`config.mk`:
```
export PLATFORM = sky130hd
export DESIGN_NAME = lnbocf_top
export DESIGN_NICKNAME = d
export VERILOG_FILES = /design/src/lnbocf_top.v
export VERILOG_INCLUDE_DIRS = /design/src /design/src/src
export SDC_FILE = /design/constraint.sdc
export NUM_CORES = 1
export LEC_CHECK = 0
export BUFFER_PORTS_ARGS = -buffer_cell sky130_fd_sc_hd__buf_2
export CORE_MARGIN = 8
export CORE_UTILIZATION = 40
export CTS_CLUSTER_DIAMETER = 60
export DETAILED_ROUTE_END_ITERATION = 12
export SYNTH_ARGS = -nofsm -noshare
export SYNTH_HDL_FRONTEND = slang
export SYNTH_SLANG_ARGS = --single-unit
```
`constraint.sdc`:
```
create_clock -name core_clk -period 3.1 [get_ports core_clk]
set_input_delay 0 -clock core_clk [delete_from_list [all_inputs] [get_ports core_clk]]
set_output_delay 0 -clock core_clk [all_outputs]
set_load 0.05 [all_outputs]
```
`src/lnbocf_regs.vh`:
```
/*
  register offsets, field positions, reset values and timing figures
  for the overcurrent fault control block.
  assumes inclusion by bare name from the block's design file.
*/
`ifndef LNBOCF_REGS_VH
`define LNBOCF_REGS_VH

// ==========================================================
// register byte offsets
`define LNBOCF_CTRL_OFS     12'h000
`define LNBOCF_STAT_OFS     12'h004
`define LNBOCF_IRQ_OFS      12'h008
`define LNBOCF_MASK_OFS     12'h00c
`define LNBOCF_ADDR_OFS     12'h010

// ==========================================================
// control register fields
`define LNBOCF_CTRL_BOOST   0
`define LNBOCF_CTRL_ENABLE  1
`define LNBOCF_CTRL_RESET   2'h0

// ==========================================================
// status register fields
`define LNBOCF_ST_FAULT     0
`define LNBOCF_ST_OVERCUR   1
`define LNBOCF_ST_RAISED    2
`define LNBOCF_ST_SKIP      3
`define LNBOCF_ST_STRONG    4
`define LNBOCF_ST_OUTON     5

// ==========================================================
// interrupt event bits
`define LNBOCF_EV_FAULT     0
`define LNBOCF_EV_WINDOW    1
`define LNBOCF_EV_W         2

// ==========================================================
// timing
`define LNBOCF_CLK_HZ       50000000
`define LNBOCF_DIS_TIME_MS  45
`define LNBOCF_DIS_CYCLES   ((`LNBOCF_CLK_HZ / 1000) * `LNBOCF_DIS_TIME_MS)

// ==========================================================
// serial address base, low two bits from the select pin level
`define LNBOCF_BUS_ADDR_BASE 7'h08

`endif

```
`src/lnbocf_top.v`:
```
/*
  overcurrent supervision of the coax output supply: fault timer,
  one-shot raised limit, pull-down strength, pulse skip hysteresis,
  serial address pick, apb registers and interrupt.
  assumes analog comparators and pin levels arrive asynchronously and
  are synchronised here; one clock, core_clk at 50 MHz.
*/
`timescale 1ns/1ps
`include "lnbocf_regs.vh"

module lnbocf_top #(
  parameter DIS_CYCLES = `LNBOCF_DIS_CYCLES
) (
  input  wire        core_clk,
  input  wire        resetn,
  input  wire        psel,
  input  wire        penable,
  input  wire        pwrite,
  input  wire [11:0] paddr,
  input  wire [31:0] pwdata,
  output reg  [31:0] prdata,
  output reg         pready,
  output reg         pslverr,
  input  wire        at_limit,
  input  wire        above_skip_high,
  input  wire        below_skip_low,
  input  wire        tone_gate_input,
  input  wire [1:0]  addr_select_level,
  output reg         output_on,
  output reg         raised_limit,
  output reg         strong_pulldown,
  output reg         pulse_skip,
  output reg         overcurrent_fault_flag,
  output reg  [6:0]  bus_address,
  output reg         irq
);

  // ==========================================================
  // input synchronisers
  reg [5:0] sync1_reg;
  reg [5:0] sync2_reg;
  wire [5:0] raw_in = {addr_select_level, tone_gate_input,
                       below_skip_low, above_skip_high, at_limit};

  // pins are asynchronous; only the second stage is read
  always @(posedge core_clk or negedge resetn) begin
    if (!resetn) begin
      sync1_reg <= 6'h00;
      sync2_reg <= 6'h00;
    end else begin
      sync1_reg <= raw_in;
      sync2_reg <= sync1_reg;
    end
  end

  wire lim_s  = sync2_reg[0];
  wire hi_s   = sync2_reg[1];
  wire lo_s   = sync2_reg[2];
  wire tone_s = sync2_reg[3];
  wire [1:0] sel_s = sync2_reg[5:4];

  // ==========================================================
  // apb decode
  wire wr_acc = psel & penable & pwrite;
  wire rd_acc = psel & penable & ~pwrite;

  function hit;
    input [11:0] a;
    input [11:0] ofs;
    begin
      hit = (a == ofs);
    end
  endfunction

  wire wr_ctrl = wr_acc & hit(paddr, `LNBOCF_CTRL_OFS);
  wire wr_mask = wr_acc & hit(paddr, `LNBOCF_MASK_OFS);
  wire rd_irq  = rd_acc & hit(paddr, `LNBOCF_IRQ_OFS);
  wire mapped  = hit(paddr, `LNBOCF_CTRL_OFS) |
                 hit(paddr, `LNBOCF_STAT_OFS) |
                 hit(paddr, `LNBOCF_IRQ_OFS)  |
                 hit(paddr, `LNBOCF_MASK_OFS) |
                 hit(paddr, `LNBOCF_ADDR_OFS);

  // ==========================================================
  // overcurrent state machine, one-hot
  localparam ST_OFF   = 4'h1;
  localparam ST_RUN   = 4'h2;
  localparam ST_TIMED = 4'h4;
  localparam ST_FAULT = 4'h8;

  localparam [31:0] QUARTER = DIS_CYCLES / 4;

  reg [3:0]  state_reg;
  reg [3:0]  state_next;
  reg [31:0] timer_reg;
  reg [31:0] timer_next;
  reg        arm_reg;
  reg        arm_next;
  reg        en_reg;
  reg        en_next;
  reg        raised_next;
  reg        fault_ev;
  reg        window_ev;

  always @* begin
    state_next  = state_reg;
    timer_next  = timer_reg;
    arm_next    = arm_reg;
    en_next     = en_reg;
    raised_next = raised_limit;
    fault_ev    = 1'b0;
    window_ev   = 1'b0;
    // host write of the control word: arm and enable
    if (wr_ctrl) begin
      arm_next = pwdata[`LNBOCF_CTRL_BOOST];
      en_next  = pwdata[`LNBOCF_CTRL_ENABLE];
    end
    case (state_reg)
      ST_OFF: begin
        raised_next = 1'b0;
        if (en_next)
          state_next = ST_RUN;
      end
      ST_RUN: begin
        timer_next = 32'h0;
        if (!en_next) begin
          state_next = ST_OFF;
        end else if (lim_s) begin
          state_next  = ST_TIMED;
          timer_next  = 32'h1;
          raised_next = arm_reg;
        end
      end
      ST_TIMED: begin
        timer_next = timer_reg + 32'h1;
        if (!en_next) begin
          state_next  = ST_OFF;
          raised_next = 1'b0;
        end else if (!lim_s) begin
          state_next  = ST_RUN;
          timer_next  = 32'h0;
          raised_next = 1'b0;
        end else if (timer_reg >= DIS_CYCLES) begin
          state_next  = ST_FAULT;
          raised_next = 1'b0;
          en_next     = 1'b0;
          fault_ev    = 1'b1;
        end
        // quarter window over: back to set limit, disarm
        if (raised_limit && timer_reg >= QUARTER) begin
          raised_next = 1'b0;
          arm_next    = 1'b0;
          window_ev   = 1'b1;
        end
      end
      ST_FAULT: begin
        timer_next = 32'h0;
        // stays off until the host writes enable again
        if (wr_ctrl && pwdata[`LNBOCF_CTRL_ENABLE])
          state_next = ST_RUN;
      end
      default: begin
        state_next = ST_OFF;
      end
    endcase
  end

  // ==========================================================
  // interrupt status, mask
  reg [`LNBOCF_EV_W-1:0] irq_st_reg;
  reg [`LNBOCF_EV_W-1:0] mask_reg;
  wire [`LNBOCF_EV_W-1:0] ev = {window_ev, fault_ev};
  // a read clears only the bits the host was shown; an event landing
  // after the data was latched, or in the read cycle itself, survives
  wire [`LNBOCF_EV_W-1:0] irq_st_next =
    (rd_irq ? (irq_st_reg & ~prdata[`LNBOCF_EV_W-1:0]) : irq_st_reg) | ev;

  // ==========================================================
  // fault flag: sticky until host re-enables; new fault wins
  wire fault_next = fault_ev |
    (overcurrent_fault_flag &
     ~(wr_ctrl & pwdata[`LNBOCF_CTRL_ENABLE]));

  // ==========================================================
  // pulse skip hysteresis
  wire skip_next = hi_s ? 1'b1 : (lo_s ? 1'b0 : pulse_skip);

  // ==========================================================
  // read mux
  reg [31:0] rd_next;
  always @* begin
    rd_next = 32'h0;
    if (hit(paddr, `LNBOCF_CTRL_OFS))
      rd_next = {30'h0, en_reg, arm_reg};
    else if (hit(paddr, `LNBOCF_STAT_OFS))
      rd_next = {26'h0, output_on, strong_pulldown, pulse_skip,
                 raised_limit, state_reg == ST_TIMED,
                 overcurrent_fault_flag};
    else if (hit(paddr, `LNBOCF_IRQ_OFS))
      rd_next = {30'h0, irq_st_reg};
    else if (hit(paddr, `LNBOCF_MASK_OFS))
      rd_next = {30'h0, mask_reg};
    else if (hit(paddr, `LNBOCF_ADDR_OFS))
      rd_next = {25'h0, bus_address};
  end

  // ==========================================================
  // state registers
  always @(posedge core_clk or negedge resetn) begin
    if (!resetn) begin
      state_reg              <= ST_OFF;
      timer_reg              <= 32'h0;
      arm_reg                <= 1'b0;
      en_reg                 <= 1'b0;
      raised_limit           <= 1'b0;
      output_on              <= 1'b0;
      overcurrent_fault_flag <= 1'b0;
      strong_pulldown        <= 1'b0;
      pulse_skip             <= 1'b0;
      bus_address            <= `LNBOCF_BUS_ADDR_BASE;
      irq_st_reg             <= 2'h0;
      mask_reg               <= 2'h0;
      irq                    <= 1'b0;
    end else begin
      state_reg              <= state_next;
      timer_reg              <= timer_next;
      arm_reg                <= arm_next;
      en_reg                 <= en_next;
      raised_limit           <= raised_next;
      output_on              <= state_next[1] | state_next[2];
      overcurrent_fault_flag <= fault_next;
      strong_pulldown        <= tone_s;
      pulse_skip             <= skip_next;
      bus_address            <= `LNBOCF_BUS_ADDR_BASE | {5'h0, sel_s};
      irq_st_reg             <= irq_st_next;
      if (wr_mask)
        mask_reg <= pwdata[`LNBOCF_EV_W-1:0];
      irq                    <= |(irq_st_next & mask_reg);
    end
  end

  // ==========================================================
  // apb answer: no wait state, ready in the first access cycle
  always @(posedge core_clk or negedge resetn) begin
    if (!resetn) begin
      prdata  <= 32'h0;
      pready  <= 1'b0;
      pslverr <= 1'b0;
    end else begin
      pready  <= psel & ~penable;
      pslverr <= psel & ~penable & ~mapped;
      prdata  <= (psel & ~penable & ~pwrite) ? rd_next : 32'h0;
    end
  end

endmodule

```
==> metrics list, run 1 <==
- Total of buffers placed on input and output ports: 40
- Area share of the largest cell type after synthesis: 46.76%
- Register area share after synthesis: approximately 47%
- Resize count post-CTS: 0
- STA classifies the critical path startpoint as an input pin.
* Cell count after placement: 516
* Setup repair after global routing missed its margin: no
- After synthesis, the share of flip-flops with an asynchronous set or reset is between 90% and 100%.
- Floorplan die height: 112.1 um
- Number of buffers added for setup after CTS: 0
- Antenna violations before repair: 0
- Ports: 102
- Delay of the slowest cell on the worst path: 0.57 ns
- Before antenna repair, the detailed router went through 4 iterations.
* Power density cells: 453.5 mW/mm^2
- The critical path goes through dlygate4sd3_1 > buf_2 > nand3b_1 > or4_4 > or4b_1 > o311ai_1 > and2b_4 > nor2_1.
- Multiplexer share of the synthesized area: 2.406%
- In this run, post-CTS hold repair placed 13 buffers.
- Synthesis-to-finish area growth: 14.57%
- Detailed placement finished with a half-perimeter wire length of 5345 um.
- Avg Synthesized Cell Area: roughly 9.9 um^2
- Setup Skew: 0.009256 ns
* Post-synthesis share of cell area spent on and, or, nand and nor gates: a little over a fifth
- Synthesis produced a netlist whose cell count is 374.
* Post-synth top cells: 69 x dfrtp_1, 42 x nor2_1, 31 x buf_4
- Yosys warns: 0
* Post-layout power: 1.919 mW
- Crit end category: flop
- Row count: 35
- By startpoint and endpoint, the worst setup path is classified as in -> reg.
- The placed instances occupy a cell area of 0.003876 mm^2.
- Global routing used 15.62% of the available met1 tracks.
* Total die area: ~0.013 mm^2
* Mean routed wirelength per cell: approximately 14 um
- The detail route stage leaves a number of antenna-violating nets equal to 0.
* Biggest fanout along the worst timing path: 30
- Summed over all cells, the static leakage comes to 2.006 nW.
- Filler instances: 892
* Transition time at the pin with the least slew margin: 0.8623 ns
- The global routing stage identified its most utilized layer as met2.
- Setup-violating endpoint count in the final report: 0
- The total count of hold-check failures in the final report is 0.
* Number of vias after detailed routing: 2721
- Number of enable-type register cells in the synthesized netlist: 0
- Achievable clock frequency: 410.5 MHz
* Dominant register cell in the synthesized netlist: dfrtp_1
* Fraction of met2 tracks used by global routing: 19.95%
- The number of global-route vias before repair came to 2608.
- CTS placed an instance of clkbuf_8 at the clock tree root.
* Status: complete, no violations
- The congestion estimate from routability-driven global placement came to 0.7886.
* Slew HR: 42.51%
- The die is approximately 110 um wide.
- Period minus WS final: 2.436 ns
- Tightest hold margin: 0.03618 ns
* Largest cells by area after synthesis: dfrtp_1 47%, buf_4 6.3%, xor2_1 5.0%
- Data on the critical path is required at its endpoint by 3.33 ns.
- dfrtp_1 is the most common cell in the netlist.
- For the worst setup path, the data arrival time is 2.66 ns.
- The largest total area in the synthesized netlist belongs to dfrtp_1.
- The worst-case IR drop observed on VDD is 0.0001642 V.
* Clock-pin slew on the worst setup and hold paths: 0.08 ns
- Min-Delay Path Class: in -> reg
* Vias per cell: between 4 and 5
- Area of the mapped netlist: around 0.0037 mm^2
* Count of different cell masters after synthesis: 55
- Final period utilization: 78.58%
- Wire length of the first global-routing pass: about 13000 um
- Combinational family with the most area after synthesis: simple AND/OR/NAND/NOR gates
- Synthesis inferred 70 register bits.
- Initial Utilization: 40.54%
* Largest net degree at the start of global routing: 71
- Summing all non-filler instances in the final layout gives an area of 0.004230 mm^2.
* Parity-gate share of the synthesized area counting xor and xnor cells: 8.065%
* Number of pins exceeding their max-slew limit in the final report: 0
- Global routing finished with a remaining overflow of 0.
- 0 antenna diodes ended up in the layout.
* Initial DRC count: roughly 180
- For this run, global-route usage on met3 was measured as 3.006%.
* Count of max-cap constraint violations: 0
* DRC errors left: 0
* Compound-cell area share of the yosys netlist: 10.20%
- TritonCTS built the clock tree.
* Total routing resource utilization after global routing: 12.64%
- Excluding fillers, the count of instances in the completed layout stands at around 550.
- The final layout contains routed wiring with a total length of 7833 um.
- The tree built by TritonCTS fans out to 70 sinks.
- TritonCTS created 9 clock buffers.
- Final setup TNS: 0 ns
- Ratio of cells with drive above 1 in the final layout: 17.97%
* Number of flip-flops under the largest register name: 32
- The longest clock path from root to sink contains 2 buffers.
* Worst hold stages: 4
- Number of nets in the final layout: between 400 and 500
- Of the total synthesized cell area, the portion taken by full adders, half adders and majority gates is 0.6777%.
- The slowest stage of the critical path belongs to the cell or4_4.
* Worst Reg-to-Reg Cells: 6
- H-tree lvl count: 3
- The later pin in the worst-skew pair is clocked with a latency of 0.35 ns.
- Core footprint: 0.009109 mm^2
## worst max-delay path: cells and delay by family
family                 cells  cell delay [ns]
AND/OR/NAND/NOR            5             1.79
buffers and inverters      2             0.72
AO/OA/AOI/OAI              1             0.14
## layout by cell type, fill, tap and decap left out, drive strengths merged, types with 3 or more instances in the layout
cell type,Yosys,final
nor4,8,8
nand2b,7,7
dlygate4sd3,0,13
nand4,7,7
clkinv,0,3
nand3,18,18
a211o,4,4
and4,3,3
clkbuf,8,11
nand2,23,23
or2,5,5
nor2,43,43
dfrtp,69,69
or4,3,3
nor3,9,9
mux2,3,3
o32a,3,3
a22o,3,3
o211ai,4,4
xor2,21,21
buf,35,45
and3,8,8
xnor2,13,13
conb,2,31
inv,15,15
o21ai,13,13
a21oi,9,9
and2,7,7
or3,3,3
## cells by family after synthesis
family	after synthesis
simple gates	150
buf+inv	58
flops	70
compound gates	52
fa+ha+maj	2
mux	6
other cells	2
xor+xnor	34
## cell type report
cell class | count | area (um^2) | share of cell area [%]
clock buffer | 11 | 141.4 | 3.342
clock inverter | 5 | 82.58 | 1.952
inverter | 15 | 56.30 | 1.331
multi-input combinational | 275 | 1690 | 39.96
sequential | 70 | 1753 | 41.44
tap | 111 | 138.9 | 3.283
timing repair buffer | 58 | 367.9 | 8.696
## where the power goes
group	total, mW	internal, mW	switching, mW
logic	0.166	0.0320	0.134
registers	0.930	0.925	0.00560
clock network	0.822	0.477	0.345
total	1.92	1.43	0.485
## metal layers
metal	part of all wire, %	vias to the layer above
met4	2.5	0
met5	0	-
met3	4.8	13
met2	47	60
li1	-	1349
met1	46	1299
## stage by stage
step                util, %  worst slack (ns)
CTS                   46.44            0.6939
finish                46.44            0.6641
global route          46.44            0.5635
global placement      42.55            0.6167
detailed placement    42.55            0.5950
floorplan                 -            0.9932
## path summary, 6_finish.rpt
path	start	to	slack [ns]
max reg2reg	timer_reg[24]	irq	0.81
min reg2reg	sync2_reg[3]	strong_pulldown	0.35
max in group asynchronous	resetn	pready	2.15
min in group asynchronous	resetn	timer_reg[10]	0.39
max	paddr[4]	timer_reg[15]	0.66
min	pwrite	prdata[1]	0.04
Power figures use the tool's default switching activity.
==> run 2, diff against run 1 <==
==> constraint.sdc (replaced) <==
create_clock -name core_clk -period 2.4 [get_ports core_clk]
set_input_delay 0 -clock core_clk [delete_from_list [all_inputs] [get_ports core_clk]]
set_output_delay 0 -clock core_clk [all_outputs]
set_load 0.05 [all_outputs]
==> run 2 against run 1 <==
- final area up 2.6%
- wire length up 0.22%
- non-clock buffer count rose by 14
- sequential share of layout area decreased by 1.1 points
- total power up 24%
- via count up 2.6%
- hold slack got worse by 0.012 ns
- cell count rose by 2.6%
- first-iteration DRC count shrank 1.1%
- setup slack got worse by 0.52 ns
- combinational power is 31% higher
- utilization increased by 1.2 points
- critical endpoint is now timer_reg[25]
==> metrics list, run 2 (same netlist as run 1, synthesis figures left out) <==
- Antenna violations before repair: 0
- The later pin in the worst-skew pair is clocked with a latency of 0.35 ns.
* Remaining global-route overflow: 0
- Slew HR: 58.71%
- The library cells used most frequently in the layout, excluding fill and tap cells, are 69 x dfrtp_1, 42 x nor2_1, 40 x buf_2.
* Startpoint class of the critical path: input pin
- Post-layout power: 2.374 mW
- Biggest fanout along the worst timing path: 22
- Static timing analysis puts the maximum clock frequency at 442.9 MHz.
* H-tree lvl count: 3
- Clock tree from TritonCTS: done
- Setup violations remaining at the end of the flow were counted as 0.
- STA classifies the critical path endpoint as a flop.
- Vias per cell: about 5
- Delay of the slowest cell on the worst path: 0.56 ns
* Ratio of cells with drive above 1 in the final layout: between 20% and 30%
* DP HPWL: 5710 um
- Antenna Cells: 0
* CP top delay family: simple AND/OR/NAND/NOR gates
- The die is 112.1 um tall.
- Crit path DAT: approximately 2.5 ns
* Largest net degree at the start of global routing: 44
* Standby leakage power: 2.073 nW
* Clock-pin slew on the worst setup and hold paths: 0.07 ns
- Synthesis-to-finish area growth: 17.59%
- STA puts the critical path data required time at 2.64 ns.
* Final period utilization: 94.07%
- Core occupancy in the finished layout: 47.66%
- Count of max-cap constraint violations: 0
- In the routed design, unresolved DRC markers number 0.
- The register with the most flip-flops in the layout has 32 of them.
* Clock tree root driver cell: clkbuf_8
- The critical path in this run is classified as in -> reg.
* CTS sink count: 70
- The pre-antenna-repair detailed-routing pass consisted of 4 iterations.
- Core footprint: 0.009109 mm^2
- At the end of routability-driven placement, the weighted congestion stood at 0.7952.
* Number of nets in the final layout: 500
- TritonCTS created 9 clock buffers.
* Period minus WS final: 2.258 ns
* Initial DRC count: ~180
- Horizontal die dimension: 112.1 um
* Setup Skew: 0.004949 ns
- The clock passes through at most 2 buffers.
- Min-Delay Path Class: in -> reg
- Transition time at the pin with the least slew margin: 0.6194 ns
- Total routing resource utilization after global routing: 13.04%
- The first global-routing pass estimated between 10000 and 15000 um of wire.
- For this design the ratio of total power to cell area is 546.8 mW/mm^2.
- CP Cell Sequence: dlygate4sd3_1 > buf_2 > nand3b_1 > or4_4 > or4b_1 > o311ai_1 > and2b_4 > buf_12 > nor2_1
- Ports: 102
* Flop-to-flop setup slack: 0.21 ns
- Mean routed wirelength per cell: approximately 14 um
- Initial Utilization: 40.54%
* Most common cell after layout, fill and taps aside: dfrtp_1
* Final setup TNS: 0 ns
* Number of routed nets with antenna violations: 0
* Setup repair after global routing missed its margin: no
* Status: complete, no violations
- In this run the tool buffered the top-level ports with 40 buffer cells.
- Wire length reported by the detailed router: 7850 um
- Number of vias after detailed routing: 2792
* Number of pins exceeding their max-slew limit in the final report: 0
- Worst voltage drop across the vdd grid: between 0.0002 and 0.00025 V
- Cell at the slowest stage of the critical path: or4_4
- Total die area: 0.01256 mm^2
- Number of endpoints with negative hold slack in the final report: 0
* Count of buffer and inverter cells on the critical path: 3
* Via count of the first global-routing pass: 2817
* Row count: 35
run 2: changes by cell type in the layout (fill, tap and decap cells not counted), sizes merged:
cell,delta
clkinv,+1
clkinvlp,+1
buf,+14
bufinv,-1
clkbuf,-1
run 2: layer usage:
metal  vias up  wire length (um)  global-route usage, %
li1       1381                 -                      -
met1      1332              3523                  15.92
met2        69              3745                  21.32
met3        10               456                  3.489
met4         0               125                  5.576
met5         -                 0                      0
run 2: metrics by stage:
step	cell area, um^2	std cells	setup slack, ns	hold slack (ns)
final	4342	559	0.1422	0.02450
after global routing	4342	559	0.03809	0.05262
after CTS	4335	559	0.1266	0.01366
after detailed placement	4006	530	0.03687	0.05419
after global placement	4006	530	0.03457	0.04848
after floorplan	3801	403	0.2932	-0.2956
run 2: worst register-to-register path, stage by stage, from the launching register on:
cell and delay (ns):
dfrtp_1 0.48, a2111oi_0 0.50, o2111ai_1 0.15, a31o_2 0.25, and2_1 0.21, a22o_1 0.26
a22o_1 0.24
run 2: path summary, 6_finish.rpt:
| path | start | endpoint | depth (start not counted) |
|---|---|---|---|
| min in group asynchronous | resetn | timer_reg[8] | 2 |
| setup reg to reg | timer_reg[16] | irq | 6 |
| hold / removal | pwrite | prdata[1] | 4 |
| max in group asynchronous | resetn | state_reg[3] | 3 |
| hold reg to reg | sync1_reg[0] | sync2_reg[0] | 0 |
| setup / recovery | paddr[4] | timer_reg[25] | 9 |
run 2: cell type report:
| type | count | area [um^2] |
|---|---|---|
| tap | 111 | 138.9 |
| multi-input combinational | 275 | 1697 |
| clock inverter | 6 | 61.31 |
| timing repair buffer | 72 | 498.0 |
| clock buffer | 10 | 137.6 |
| sequential | 70 | 1753 |
| fill | 869 | 4767 |
| inverter | 15 | 56.30 |
run 2: what timing repair did:
item                                   in CTS  in global routing
hold buffers                               13                  0
setup endpoints to repair                   0                  1
gates resized for setup                     0                  1
endpoints found under the hold margin      39                  0
buffers inserted                            0                  0
run 2: power by group:
group / switching, mW / total, mW / internal [mW] / leakage (nW)
registers: 0.00728 / 1.20 / 1.19 / 0.935
clock network: 0.451 / 0.955 / 0.504 / 0.102
logic: 0.173 / 0.217 / 0.0437 / 1.04
==> run 3, diff against run 2 <==
--- a/config.mk
+++ b/config.mk
@@ -6,6 +6,7 @@
 export SDC_FILE = /design/constraint.sdc
 export NUM_CORES = 1
 export LEC_CHECK = 0
+export ABC_AREA = 1
 export BUFFER_PORTS_ARGS = -buffer_cell sky130_fd_sc_hd__buf_2
 export CORE_MARGIN = 8
 export CORE_UTILIZATION = 40
==> run 3 against run 2 <==
- clock power up 26%
- synthesized area up 15%
- fmax up 18%
- final area up 12%
- first-iteration DRC count up 7.3%
- global-route usage up 1.5 points
- hold slack worse by 0.0021 ns
- register-to-register slack better by 0.28 ns
- sequential power about the same
- sequential share of layout area down 4.2 points
- largest power group unchanged
- highest routed layer unchanged
==> metrics list, run 3 <==
* Status: complete, no violations
* Most common cell after layout, fill and taps aside: nand2_1
- Number of enable-type register cells in the synthesized netlist: 0
* Achievable clock frequency: 524.4 MHz
- The first TritonRoute pass finished after 5 iterations.
- The worst setup path is of the reg -> reg kind.
* Number of nets in the final layout: 660
- Dominant register cell in the synthesized netlist: dfrtp_1
- Horizontal die dimension: 119.1 um
- Number of flip-flops under the largest register name: 32
- During placement, the flow inserted port buffers numbering 40.
- Core occupancy in the finished layout: 46.94%
* Required time of the critical path: approximately 2.7 ns
* Setup Skew: 0.01155 ns
- nand2_1 is the most common cell in the netlist.
- Ratio of cells with drive above 1 in the final layout: 17.11%
- Proportion of synthesized flip-flops having asynchronous set or reset: 100.0%
- Post-synth top cells: 118 x nand2_1, 69 x dfrtp_1, 63 x nor2_1
- Counting the buffers created by CTS gives 9.
* Antenna Cells: 0
* Number of buffers added for setup after CTS: 0
* Clock tree from TritonCTS: done
* Clock tree root driver cell: clkbuf_8
- In the final layout, the multi-input gates occupy 0.002032 mm^2.
* Slew HR: 40.15%
* Total die area: 0.01418 mm^2
- Row count: 37
* Initial DRC count: 190
* Final period utilization: 79.45%
- Setup repair after global routing missed its margin: no
- Yosys attributes the largest share of cell area to dfrtp_1 41%, nand2_1 10%, nor2_1 5.6%.
* DP HPWL: roughly 7600 um
* DRC errors left: 0
- The number of pins exceeding their max-slew limit in the final report was 0.
- Initial Utilization: 41.16%
- Floorplan die height: 119.1 um
- Area of the mapped netlist: 0.004249 mm^2
- Counting every instance in the synthesized netlist gives 543.
- Once detail routing completed, the nets flagged for antenna violations numbered 0.
* Longest Clk Path Bufs: 2
* Number of endpoints with negative hold slack in the final report: 0
- CTS sink count: 70
* Sequential cell area in the final layout: 0.001753 mm^2
- Top library cells by usage in the layout, fill and taps aside: 118 x nand2_1, 69 x dfrtp_1, 63 x nor2_1
- Min-Delay Path Class: in -> reg
- Via count of the first global-routing pass: approximately 3600
- Yosys warns: 0
- Entering global routing, the biggest net connects about 70 pins.
- Number of vias after detailed routing: 3615
- Synthesis-to-finish area growth: 14.05%
- Power density cells: around 550 mW/mm^2
- Core footprint: 0.01032 mm^2
- VDD sags by at most roughly 0.00032 V.
* Mean routed wirelength per cell: 13.60 um
- Transition time at the pin with the least slew margin: 0.8978 ns
- Avg Synthesized Cell Area: 7.825 um^2
* Vias per cell: 4.859
* Biggest fanout along the worst timing path: 5
* Remaining global-route overflow: 0
* Register area share after synthesis: 41.25%
* H-tree lvl count: 3
- The synthesized design contains 70 register bits.
- Standby leakage power: 2.449 nW
- For this design the top-level I/O count stands at approximately 100.
* Wire length of the first global-routing pass: 17100 um
- Max-cap violations in this run came to 0.
* Total routing resource utilization after global routing: 14.52%
* Period minus WS final: 1.907 ns
* Antenna violations before repair: 0
- Count of different cell masters after synthesis: 46
* Crit path DAT: 2.20 ns
* Crit end category: flop
- At the end of routability-driven placement, the weighted congestion stood at 0.9060.
* Post-synthesis cell type with the largest combined area: dfrtp_1
- Setup violations remaining at the end of the flow were counted as 0.
- Wire length reported by the detailed router: 10120 um
- The worst setup path is launched from a flop.
- The synthesized design devotes to its leading area cell type 40.64% of total area.
* Filler instances: 1047
* Clock-pin slew on the worst setup and hold paths: 0.09 ns
- Final setup TNS: 0 ns
* Worst-Skew Late Latency: ~0.35 ns
==> run 3: worst max-delay path, stage by stage, from the launching register on <==
cell     delay, ns
dfrtp_1       0.44
ha_1          0.21
nand3_1       0.15
inv_1         0.17
nand2_1       0.08
nor3_2        0.28
nand2_1       0.12
xor2_1        0.15
a21oi_1       0.12
nand2_1       0.07
nand2_1       0.06
==> run 3: worst paths after layout <==
check | start | to | slack, ns | depth (start not counted)
max | timer_reg[0] | timer_reg[26] | 0.49 | 10
min | paddr[4] | pslverr | 0.02 | 4
max reg2reg | timer_reg[0] | timer_reg[26] | 0.49 | 10
min reg2reg | sync2_reg[4] | bus_address[0] | 0.35 | 0
max in group asynchronous | resetn | sync1_reg[0] | 1.42 | 3
min in group asynchronous | resetn | pulse_skip | 0.37 | 3
==> run 3: through the flow <==
stage                     power (mW)  instances  area [um^2]  hold WS (ns)  worst slack [ns]
after floorplan                1.424        572         4358       -0.2956            0.8116
after global placement         1.447        713         4452        0.1091            0.5447
after detailed placement       1.450        713         4452        0.1094            0.5393
after CTS                      2.666        744         4846      0.005216            0.5147
after global routing           2.741        744         4846       0.04723            0.3183
final                          2.643        744         4846       0.02241            0.4932
==> run 3: area by class of cell <==
class | count | share of cell area [%]
Inverter | 69 | 5.500
Multi-Input combinational cell | 394 | 41.93
Sequential cell | 70 | 36.17
Tap cell | 136 | 3.511
Clock inverter | 7 | 2.479
Timing Repair Buffer | 59 | 7.849
Clock buffer | 9 | 2.556
==> run 3: power breakdown <==
group / total [mW] / internal (mW) / switching (mW)
Sequential: 1.20 / 1.20 / 0.00800
Clock: 1.20 / 0.696 / 0.503
Combinational: 0.239 / 0.0467 / 0.192
Total: 2.64 / 1.94 / 0.703
==> run 3: metal layers <==
metal / vias to the layer above / wire (um) / global-route usage, %
met5: - / 0 / 0
met2: 97 / 4772 / 24.27
met4: 0 / 199 / 5.534
met3: 17 / 643 / 3.590
met1: 1702 / 4501 / 17.67
li1: 1799 / - / -
==> run 3: cell families after synthesis <==
kind of cell / after synthesis / synth area share [%]
simple gates: 282 / 32.10
buf+inv: 108 / 13.49
flops: 70 / 41.25
compound gates: 59 / 8.216
xor+xnor: 19 / 3.916
fa+ha+maj: 2 / 0.5888
other cells: 2 / 0.1767
mux: 1 / 0.2650
==> run 3: timing repair <==
action,in CTS,in global routing
hold buffers,15,0
endpoints found under the hold margin,82,0
gates resized for setup,0,0
